`config.mk`:
```
export PLATFORM = sky130hd
export DESIGN_NAME = qaw_watchdog
export DESIGN_NICKNAME = d
export VERILOG_FILES = /design/src/core/qaw_pkg.sv /design/src/core/qaw_watchdog.sv /design/src/core/qaw_timer.sv
export SDC_FILE = /design/constraint.sdc
export NUM_CORES = 1
export LEC_CHECK = 0
export ABC_AREA = 1
export ABC_CLOCK_PERIOD_IN_PS = 9700
export BUFFER_PORTS_ARGS = -buffer_cell sky130_fd_sc_hd__buf_2
export CAP_MARGIN = 20
export CORE_MARGIN = 5
export CORE_UTILIZATION = 51
export DETAILED_ROUTE_END_ITERATION = 7
export GPL_ROUTABILITY_DRIVEN = 0
export PLACE_DENSITY_LB_ADDON = 0.08
export SYNTH_ARGS = -nofsm -noshare
export SYNTH_HDL_FRONTEND = slang
export SYNTH_SLANG_ARGS = --single-unit
export TNS_END_PERCENT = 20
```
`constraint.sdc`:
```
create_clock -name mclk_in -period 9.7 [get_ports mclk_in]
set_clock_uncertainty 0.1 [all_clocks]
set_input_delay 1.455 -clock mclk_in [delete_from_list [all_inputs] [get_ports mclk_in]]
set_output_delay 1.455 -clock mclk_in [all_outputs]
set_load 0.005 [all_outputs]
```
`src/core/qaw_pkg.sv`:
```
// qaw_pkg: constants and carrier types of the question-answer watchdog
package qaw_pkg;

	// ****************************************************************
	// command codes of the answer-entry field
	// ****************************************************************
	localparam logic [3:0] QAW_CODE_START  = 4'ha;  // begins a sequence
	localparam logic [3:0] QAW_CODE_ANSWER = 4'h7;  // delivers one answer
	localparam logic [3:0] QAW_CODE_STOP   = 4'h5;  // ends a sequence

	// ****************************************************************
	// expected-answer generator and counters
	// ****************************************************************
	localparam logic [3:0] QAW_PREV_RESET  = 4'hf;  // previous expected value when idle
	localparam logic [3:0] QAW_POLY_TAPS   = 4'h9;  // x^4+x^3+1, feedback mask
	localparam int         QAW_STEP_SHIFTS = 4;     // shifts per expected value
	localparam logic [3:0] QAW_SEQ_RESET   = 4'h0;  // sequence counter when idle
	localparam logic [2:0] QAW_ERR_LIMIT   = 3'h4;  // error counter ceiling
	localparam logic [2:0] QAW_ERR_RESET   = 3'h0;  // error counter cleared value

	// one command as it leaves the serial port at the end of a frame
	typedef struct packed {
		logic       valid;   // one-cycle strobe, frame had the right length
		logic       crc_ok;  // frame passed its check
		logic [3:0] command_code;
		logic [3:0] answer_value;
	} qaw_cmd_s;

	// software clear strobes for the sticky flags
	typedef struct packed {
		logic wrong_answer_clear;
		logic late_answer_clear;
		logic error_limit_clear;
	} qaw_clr_s;

	// sticky flag group
	typedef struct packed {
		logic wrong_answer_flag;
		logic late_answer_flag;
		logic error_limit_flag;
	} qaw_flags_s;

endpackage

```
`src/core/qaw_watchdog.sv`:
```
// qaw_watchdog: question-answer watchdog sequencing, checking and flags
// Overview of operation
// RULE1: code 0xa starts a sequence with answer
// RULE2: timing starts at chip select rising edge
// RULE3: start accepted on code; wrong value counts error
// RULE4: start while running counts error, discarded
// RULE5: answer code 0x7 ignored when idle
// RULE6: timing off: correct answer clears errors, advances
// RULE7: wrong answer counts error and advances sequence
// RULE8: failed frame check discards command entirely
// RULE9: answer due within window after previous frame
// RULE10: late or wrong answer counts, advances
// RULE11: sequence change restarts window counter
// RULE12: code 0x5 stops; ignored when idle
// RULE13: other codes while running count error only
// RULE14: wrong answer flag sticky until cleared
// RULE15: late answer flag sticky until cleared
// RULE16: error limit flag set at count four
// RULE17: sequence advances on start, answer, timeout
// RULE18: start clears error counter
// RULE19: good answer clears errors below limit only
// RULE20: clearing limit flag clears error counter
// RULE21: expected value stepped by x^4+x^3+1
// RULE22: sequence counter has sixteen values
// RULE23: diagnostic low while any flag set
// RULE24: error counter saturates at four
module qaw_watchdog
	import qaw_pkg::*;
#(
	parameter int TMO_W = 16  // width of the timeout window count
) (
	input  wire logic             mclk_in,
	input  wire logic             sys_rst_in,
	input  wire qaw_cmd_s         cmd_in,               // command at frame end
	input  wire logic             chip_select_n_in,     // serial chip select
	input  wire logic             timeout_enable_in,    // answer timing on
	input  wire logic [TMO_W-1:0] timeout_limit_in,     // window in cycles
	input  wire qaw_clr_s         clear_in,             // flag clear strobes
	output qaw_flags_s            flags_out,            // sticky flags
	output logic                  diag_n_out,           // low while a flag is set
	output logic                  running_out,          // sequence active
	output logic [3:0]            seq_count_out,        // current sequence number
	output logic [3:0]            prev_expected_out,    // previous expected value
	output logic [2:0]            error_count_out       // error accumulation
);

	// ****************************************************************
	// elaboration check
	// ****************************************************************
	if (TMO_W < 2 || TMO_W > 31) begin : g_bad_width
		$error("qaw_watchdog: TMO_W out of range");
	end

	// ****************************************************************
	// helper functions
	// ****************************************************************
	// four galois shifts of the previous expected value
	function automatic logic [3:0] next_expected(input logic [3:0] prev);
		logic [3:0] s;
		s = prev;
		for (int i = 0; i < QAW_STEP_SHIFTS; i++) begin
			s = {s[2:0], 1'b0} ^ (s[3] ? QAW_POLY_TAPS : 4'h0);  // [RULE21]
		end
		return s;
	endfunction

	// add events to the error counter, never past the ceiling
	function automatic logic [2:0] err_add(input logic [2:0] cur, input logic [1:0] inc);
		logic [3:0] sum;
		sum = {1'b0, cur} + {2'b00, inc};
		return (sum >= {1'b0, QAW_ERR_LIMIT}) ? QAW_ERR_LIMIT : sum[2:0];  // [RULE24]
	endfunction

	// ****************************************************************
	// state
	// ****************************************************************
	logic             running_reg;      // sequence active
	logic [3:0]       seq_reg;          // sequence counter
	logic [3:0]       prev_reg;         // previous expected value
	logic [2:0]       err_reg;          // error accumulation counter
	logic             wait_cs_reg;      // window held until chip select rises
	logic             cs_n_reg;         // chip select one cycle ago
	qaw_flags_s       flags_reg;        // sticky flags
	logic             diag_n_reg;       // diagnostic output

	logic             cmd_ok;           // command survived the frame check
	logic             is_start;         // accepted start from idle
	logic             is_restart;       // start while running
	logic             is_answer;        // accepted answer while running
	logic             is_stop;          // accepted stop while running
	logic             is_other;         // unknown code while running
	logic [3:0]       expected;         // value due for the next answer
	logic             match;            // answer value matches
	logic             expire;           // raw window end from the timer
	logic             tmo_hit;          // window end that counts as timeout
	logic             cs_rise;          // chip select released
	logic             seq_change;       // sequence counter moves this cycle
	logic             tmr_run;          // timer counts this cycle
	logic [1:0]       err_inc;          // error events this cycle
	logic [2:0]       err_base;         // counter after software clear

	// ****************************************************************
	// command decode
	// ****************************************************************
	// a frame that failed its check never reaches the decoder
	assign cmd_ok     = cmd_in.valid && cmd_in.crc_ok;                    // [RULE8]
	assign is_start   = cmd_ok && !running_reg
	                    && cmd_in.command_code == QAW_CODE_START;           // [RULE1] [RULE3]
	assign is_restart = cmd_ok && running_reg
	                    && cmd_in.command_code == QAW_CODE_START;           // [RULE4]
	assign is_answer  = cmd_ok && running_reg
	                    && cmd_in.command_code == QAW_CODE_ANSWER;          // [RULE5]
	assign is_stop    = cmd_ok && running_reg
	                    && cmd_in.command_code == QAW_CODE_STOP;            // [RULE12]
	// restart is counted apart, so it is left out here
	assign is_other   = cmd_ok && running_reg && !is_answer && !is_stop
	                    && cmd_in.command_code != QAW_CODE_START;           // [RULE13]

	assign expected   = next_expected(prev_reg);
	assign match      = cmd_in.answer_value == expected;

	// an answer landing on the last window cycle is still on time
	assign tmo_hit    = expire && !is_answer && !is_stop;                 // [RULE10]
	assign seq_change = is_start || is_answer || tmo_hit;                 // [RULE17]
	assign cs_rise    = chip_select_n_in && !cs_n_reg;

	// ****************************************************************
	// window timer
	// ****************************************************************
	assign tmr_run = running_reg && timeout_enable_in && !wait_cs_reg;    // [RULE6]

	qaw_timer #(
		.TMO_W      (TMO_W)
	) u_timer (
		.mclk_in    (mclk_in),
		.sys_rst_in (sys_rst_in),
		.run_in     (tmr_run),
		.clear_in   (seq_change || !running_reg || is_stop),              // [RULE11]
		.limit_in   (timeout_limit_in),
		.expire_out (expire)
	);

	// chip select history for edge detection
	always_ff @(posedge mclk_in) begin
		if (sys_rst_in) begin
			cs_n_reg <= 1'b1;
		end else begin
			cs_n_reg <= chip_select_n_in;
		end
	end

	// a start or answer command holds the window until its frame ends
	always_ff @(posedge mclk_in) begin
		if (sys_rst_in) begin
			wait_cs_reg <= 1'b0;
		end else if ((is_start || is_answer) && !cs_rise) begin
			wait_cs_reg <= 1'b1;                                            // [RULE2] [RULE9]
		end else if (cs_rise || !running_reg) begin
			wait_cs_reg <= 1'b0;
		end
	end

	// ****************************************************************
	// sequence state
	// ****************************************************************
	// start and stop frame the sequence
	always_ff @(posedge mclk_in) begin
		if (sys_rst_in) begin
			running_reg <= 1'b0;
		end else if (is_start) begin
			running_reg <= 1'b1;                                            // [RULE3]
		end else if (is_stop) begin
			running_reg <= 1'b0;                                            // [RULE12]
		end
	end

	// four-bit counter wraps after sixteen values
	always_ff @(posedge mclk_in) begin
		if (sys_rst_in || is_stop) begin
			seq_reg  <= QAW_SEQ_RESET;                                      // [RULE17]
			prev_reg <= QAW_PREV_RESET;
		end else if (seq_change) begin
			seq_reg  <= seq_reg + 4'h1;                                     // [RULE22]
			prev_reg <= expected;                                           // [RULE21]
		end
	end

	// ****************************************************************
	// error accumulation counter
	// ****************************************************************
	always_comb begin
		err_inc = 2'b00;
		if ((is_start || is_answer) && !match) begin
			err_inc = 2'b01;                                                // [RULE3] [RULE7]
		end
		if (is_restart || is_other) begin
			err_inc = 2'b01;                                                // [RULE4] [RULE13]
		end
		if (tmo_hit) begin
			err_inc = err_inc + 2'b01;                                      // [RULE10]
		end
	end

	// software clear of the limit flag also empties the counter
	assign err_base = clear_in.error_limit_clear ? QAW_ERR_RESET : err_reg;  // [RULE20]

	always_ff @(posedge mclk_in) begin
		if (sys_rst_in) begin
			err_reg <= QAW_ERR_RESET;
		end else if (is_start) begin
			err_reg <= err_add(QAW_ERR_RESET, err_inc);                     // [RULE18]
		end else if (is_answer && match && !tmo_hit && err_base < QAW_ERR_LIMIT
		             && (!flags_reg.error_limit_flag || clear_in.error_limit_clear)) begin
			err_reg <= QAW_ERR_RESET;                                       // [RULE19] [RULE6]
		end else begin
			err_reg <= err_add(err_base, err_inc);                          // [RULE24]
		end
	end

	// ****************************************************************
	// sticky flags, set wins over clear
	// ****************************************************************
	always_ff @(posedge mclk_in) begin
		if (sys_rst_in) begin
			flags_reg <= '0;
		end else begin
			flags_reg.wrong_answer_flag <= ((is_start || is_answer) && !match)
				|| (flags_reg.wrong_answer_flag && !clear_in.wrong_answer_clear);  // [RULE14]
			flags_reg.late_answer_flag  <= tmo_hit
				|| (flags_reg.late_answer_flag && !clear_in.late_answer_clear);    // [RULE15]
			flags_reg.error_limit_flag  <= (err_add(err_base, err_inc) == QAW_ERR_LIMIT
				&& !is_start && !(is_answer && match && err_base < QAW_ERR_LIMIT
				&& !flags_reg.error_limit_flag))
				|| (flags_reg.error_limit_flag && !clear_in.error_limit_clear);    // [RULE16]
		end
	end

	// diagnostic follows the next flag values so it lines up with them
	always_ff @(posedge mclk_in) begin
		if (sys_rst_in) begin
			diag_n_reg <= 1'b1;
		end else begin
			diag_n_reg <= !(((is_start || is_answer) && !match) || tmo_hit
				|| (err_add(err_base, err_inc) == QAW_ERR_LIMIT && !is_start
				&& !(is_answer && match && err_base < QAW_ERR_LIMIT
				&& !flags_reg.error_limit_flag))
				|| (flags_reg.wrong_answer_flag && !clear_in.wrong_answer_clear)
				|| (flags_reg.late_answer_flag && !clear_in.late_answer_clear)
				|| (flags_reg.error_limit_flag && !clear_in.error_limit_clear));  // [RULE23]
		end
	end

	// ****************************************************************
	// outputs
	// ****************************************************************
	assign flags_out         = flags_reg;
	assign diag_n_out        = diag_n_reg;
	assign running_out       = running_reg;
	assign seq_count_out     = seq_reg;
	assign prev_expected_out = prev_reg;
	assign error_count_out   = err_reg;

	// ****************************************************************
	// assertions
	// ****************************************************************
	diag_follows_a: assert property (@(posedge mclk_in) disable iff (sys_rst_in)
		(flags_reg != '0) == !diag_n_reg)                                  // [RULE23]
		else $error("diagnostic output disagrees with flags");

	start_idle_a: assert property (@(posedge mclk_in) disable iff (sys_rst_in)
		is_start |=> running_reg && seq_reg == 4'h1 && err_reg <= 3'h1)    // [RULE1]
		else $error("start from idle did not open sequence one");

	start_wrong_a: assert property (@(posedge mclk_in) disable iff (sys_rst_in)
		is_start && !match |=> err_reg == 3'h1 && flags_reg.wrong_answer_flag)  // [RULE3]
		else $error("wrong start value not counted");

	restart_err_a: assert property (@(posedge mclk_in) disable iff (sys_rst_in)
		is_restart && !tmo_hit && !clear_in.error_limit_clear
		|=> seq_reg == $past(seq_reg) && err_reg == err_add($past(err_reg), 2'b01))  // [RULE4]
		else $error("repeated start not discarded as error");

	idle_answer_a: assert property (@(posedge mclk_in) disable iff (sys_rst_in)
		cmd_ok && !running_reg && cmd_in.command_code == QAW_CODE_ANSWER
		&& !clear_in.error_limit_clear
		|=> !running_reg && seq_reg == QAW_SEQ_RESET && $stable(err_reg))    // [RULE5]
		else $error("answer while idle had an effect");

	bad_crc_a: assert property (@(posedge mclk_in) disable iff (sys_rst_in)
		cmd_in.valid && !cmd_in.crc_ok && !tmo_hit && !clear_in.error_limit_clear
		|=> $stable(seq_reg) && $stable(err_reg))                          // [RULE8]
		else $error("failed frame changed watchdog state");

	wrong_answer_a: assert property (@(posedge mclk_in) disable iff (sys_rst_in)
		is_answer && !match |=> flags_reg.wrong_answer_flag
		&& seq_reg == $past(seq_reg) + 4'h1)                               // [RULE7]
		else $error("wrong answer not flagged or not advanced");

	timeout_a: assert property (@(posedge mclk_in) disable iff (sys_rst_in)
		tmo_hit |=> flags_reg.late_answer_flag && seq_reg == $past(seq_reg) + 4'h1)  // [RULE10]
		else $error("timeout not flagged or not advanced");

	stop_a: assert property (@(posedge mclk_in) disable iff (sys_rst_in)
		is_stop |=> !running_reg && seq_reg == QAW_SEQ_RESET ##1 !expire)  // [RULE12]
		else $error("stop did not end the sequence");

	other_code_a: assert property (@(posedge mclk_in) disable iff (sys_rst_in)
		is_other && !tmo_hit |=> $stable(seq_reg))                         // [RULE13]
		else $error("unknown code advanced the sequence");

	limit_flag_a: assert property (@(posedge mclk_in) disable iff (sys_rst_in)
		err_reg == QAW_ERR_LIMIT |-> flags_reg.error_limit_flag && err_reg <= QAW_ERR_LIMIT)  // [RULE16]
		else $error("error limit reached without flag");

	limit_clear_a: assert property (@(posedge mclk_in) disable iff (sys_rst_in)
		clear_in.error_limit_clear && !is_start |=> err_reg <= 3'h2)       // [RULE20]
		else $error("limit clear left the error counter");

	window_hold_a: assert property (@(posedge mclk_in) disable iff (sys_rst_in)
		wait_cs_reg && !cs_rise |=> !expire)                               // [RULE2]
		else $error("window ran before chip select rose");

endmodule

```
`src/core/qaw_timer.sv`:
```
// qaw_timer: answer window counter of the question-answer watchdog
module qaw_timer
	import qaw_pkg::*;
#(
	parameter int TMO_W = 16  // width of the window count
) (
	input  wire logic             mclk_in,
	input  wire logic             sys_rst_in,
	input  wire logic             run_in,     // count this cycle
	input  wire logic             clear_in,   // restart measurement
	input  wire logic [TMO_W-1:0] limit_in,   // window length in cycles
	output logic                  expire_out  // one-cycle pulse at window end
);

	// ****************************************************************
	// elaboration check
	// ****************************************************************
	if (TMO_W < 2 || TMO_W > 31) begin : g_bad_width
		$error("qaw_timer: TMO_W out of range");
	end

	logic [TMO_W-1:0] cnt_reg;    // cycles spent in the window
	logic [TMO_W-1:0] limit_m1;   // last cycle inside the window

	// a zero limit would wrap to the longest window; treat it as one cycle
	assign limit_m1 = (limit_in == '0) ? '0 : limit_in - TMO_W'(1);

	// ****************************************************************
	// window counter
	// ****************************************************************
	// counter holds while not running, so a stalled window resumes
	always_ff @(posedge mclk_in) begin
		if (sys_rst_in || clear_in) begin
			cnt_reg <= '0;
		end else if (run_in && cnt_reg != limit_m1) begin
			cnt_reg <= cnt_reg + TMO_W'(1);
		end
	end

	// the owner clears the counter right after the pulse, so it fires once
	// kept free of clear_in: the owner builds its clear from this pulse,
	// and gating here would close a combinational loop through it
	assign expire_out = run_in && (cnt_reg == limit_m1);

endmodule

```
==> out/results.ini <==
[outcome]
outcome = complete, no violations

[finish]
largest_reg_flops = 16
drive_gt1_share_pct = 15.0
areaGrowthSynthToFinish_pct = 13.0
final_nets = 592
n_antenna_cell = 0

[clocking]
numCtsBuffers = 5
root_buffer = clkbuf_8
cts_tree = built
htree_levels = 2
cts_sinks = 34
holdBufCountCts = 0
clockBufferDepth = 2
cts_resized = 0
post-cts-setup-buffers = 0
clock_latency_ns = 0.29
path_clk_slew_ns = 0.07

[power]
leakagePower_nw = 1.68
ir_drop_mv = 0.0937
p_per_area_mw_per_mm2 = 92.0

[synth]
synth_top_family_by_area = simple AND/OR/NAND/NOR gates
yosys.cell_types.count = 36
synth_seq_cells = 34
synth_cells = 505
ys_seq_area_share_pct = 22.9
yosys.area_share.simple_pct = 49.4
avgSynthCellArea_sq_um = 5.89
yosysWarnings = 0
syn_area_sq_mm = 0.00298
synth-xor-area-share_pct = 7.19
synthAdderAreaFrac_pct = 3.20
synth_nets = 545
synth_compound_area_share_pct = 4.54
synthMuxAreaShare_pct = 0

[min_path]
holdPathStages = 2
hp-start = cs_n_reg
hp-class = reg2reg
holdPathEnd = wait_cs_reg

[worst_setup_path]
arrival_ns = 5.02
path_max_fanout = 28
cp.depth = 26
cpLargestDelayFamily = simple AND/OR/NAND/NOR gates
cp_num_buf_inv = 4
ff2ff_setup_slack_ns = 6.23
crit_path_max_incr_delay_ns = 0.39
path_common_cell = nand2_1
cpMaxStageDelayCell = nand3_1
rr_worst_depth = 17
crit_type = in2reg
cp_data_required_time_ns = 9.83
end_kind = flip-flop
r2r-start = running_out
start_kind = input port
r2r_end = diag_n_out

[grt]
grt_pass1_wl_mm = 11.9
grt_max_degree = 29
grt_pass1_vias = 2817
overflow = 0
grt.total_usage_pct = 19.3
antenna_found_initial = 0

[drt]
via_count = 3073
wire_per_inst_microns = 11.1
ant_nets = 0
initialDrtViolationCount = 102
viasPerCell = 4.92
firstDrtPassIters = 4
remaining_drc_errors = 0
wl_mm = 6.93

[placement]
post-place-ws_ns = 4.51
hpwl_mm = 5.59
portBuffers = 48

[sta]
setup_ws_ns = 4.82
hold_viol_final = 0
setup_viol = 0
timing.final.crit_share_pct = 50.4
max_slew.worst_pin.slew_ns = 0.676
fmax_mhz = 205
layout_min_cycle_time_ns = 4.88
final.setup.tns_ns = 0
holdWs_ns = 0.356
maxSlewViolCount = 0
rsz0062_at_grt = false
max-slew-margin-rel_pct = 54.8

[floorplan]
fp.dieH_microns = 86.4
start_util_pct = 53.4
die_x_microns = 86.4
ioPinCount = 49
fp.dieArea_sq_mm = 0.00746
core_region_area_sq_mm = 0.00557
rows = 27

[job]
maxCapViolations = 0

[Yosys cell counts]
cell | instances | area (sq um)
a21oi_1 | 3 | 15.0
a21oi_2 | 1 | 8.76
and2_1 | 1 | 6.26
buf_2 | 2 | 10.0
buf_4 | 2 | 15.0
buf_6 | 2 | 22.5
clkbuf_1 | 2 | 7.51
clkinv_1 | 2 | 7.51
dfxtp_1 | 34 | 681
fa_1 | 1 | 20.0
ha_1 | 6 | 75.1
inv_1 | 85 | 319
nand2_1 | 144 | 541
nand2_2 | 2 | 12.5
nand2_4 | 2 | 22.5
nand3_1 | 69 | 345
nand3_2 | 1 | 10.0
nand3_4 | 1 | 17.5
nand3b_1 | 2 | 15.0
nand4_1 | 13 | 81.3
nand4_2 | 1 | 12.5
nor2_1 | 58 | 218
nor2_2 | 16 | 100
nor2_4 | 2 | 22.5
nor3_1 | 8 | 40.0
nor4_1 | 3 | 18.8
o211ai_1 | 1 | 7.51
o21ai_0 | 12 | 60.1
o21bai_1 | 3 | 22.5
o22ai_1 | 1 | 6.26
o31ai_1 | 2 | 15.0
or2_2 | 1 | 6.26
xnor2_1 | 3 | 26.3
xnor3_1 | 1 | 22.5
xor2_1 | 17 | 149
xor2_2 | 1 | 16.3
[power by group]
| part | total [mW] | leakage (nW) | switching [mW] | internal [mW] |
|---|---|---|---|---|
| combinational | 0.0383 | 1.36 | 0.0235 | 0.0148 |
| clock | 0.130 | 0.0514 | 0.0534 | 0.0766 |
| sequential | 0.141 | 0.274 | 0.000607 | 0.140 |
| total | 0.309 | 1.68 | 0.0775 | 0.232 |
[per-layer routing]
layer	GRT usage, %	wire, microns
met5	0	0
met4	8.92	215
met3	3.14	356
met2	33.2	3130
met1	23.5	3230
[cells by family after synthesis]
group	count (synthesis)
fa+ha+maj	7
flops	34
buf+inv	95
compound gates	23
xor+xnor	22
simple gates	324
[cell type report]
type | count | area, sq um
tap | 72 | 90.1
sequential | 34 | 681
clock buffer | 6 | 72.6
inverter | 87 | 327
timing repair buffer | 48 | 240
fill | 590 | 2210
clock inverter | 2 | 37.5
multi-input combinational | 376 | 1910
[metrics by stage]
step	total power, mW	area [sq um]	utilization [%]	std cells
final	0.309	3360	60.3	625
after global routing	0.328	3360	60.3	625
after CTS	0.314	3360	60.3	625
after detailed placement	0.182	3250	58.3	617
after global placement	0.182	3250	58.3	617
after floorplan	0.168	2980	-	505
[worst min-delay path: stages, from the launching register on]
cell      delay (ns)
dfxtp_1         0.31
o211ai_1        0.07
inv_1           0.05
[layout by cell type (no fill, tap or decap), types with 3 or more instances in the layout]
master,instances
a21oi_1,3
buf_2,48
clkbuf_8,5
dfxtp_1,34
ha_1,6
inv_1,85
nand2_1,144
nand3_1,69
nand4_1,13
nor2_1,58
nor2_2,16
nor3_1,8
nor4_1,3
o21ai_0,12
o21bai_1,3
xnor2_1,3
xor2_1,17
[worst max path at each step]
stage,from,to,slack [ns]
floorplan,timeout_limit_in[0],diag_n_out,5.08
global placement,timeout_limit_in[0],diag_n_out,4.63
detailed placement,timeout_limit_in[0],diag_n_out,4.51
CTS,timeout_limit_in[0],diag_n_out,4.81
global route,timeout_limit_in[0],diag_n_out,4.35
finish,timeout_limit_in[0],diag_n_out,4.82
No activity file was read; power rests on OpenSTA's default activity.
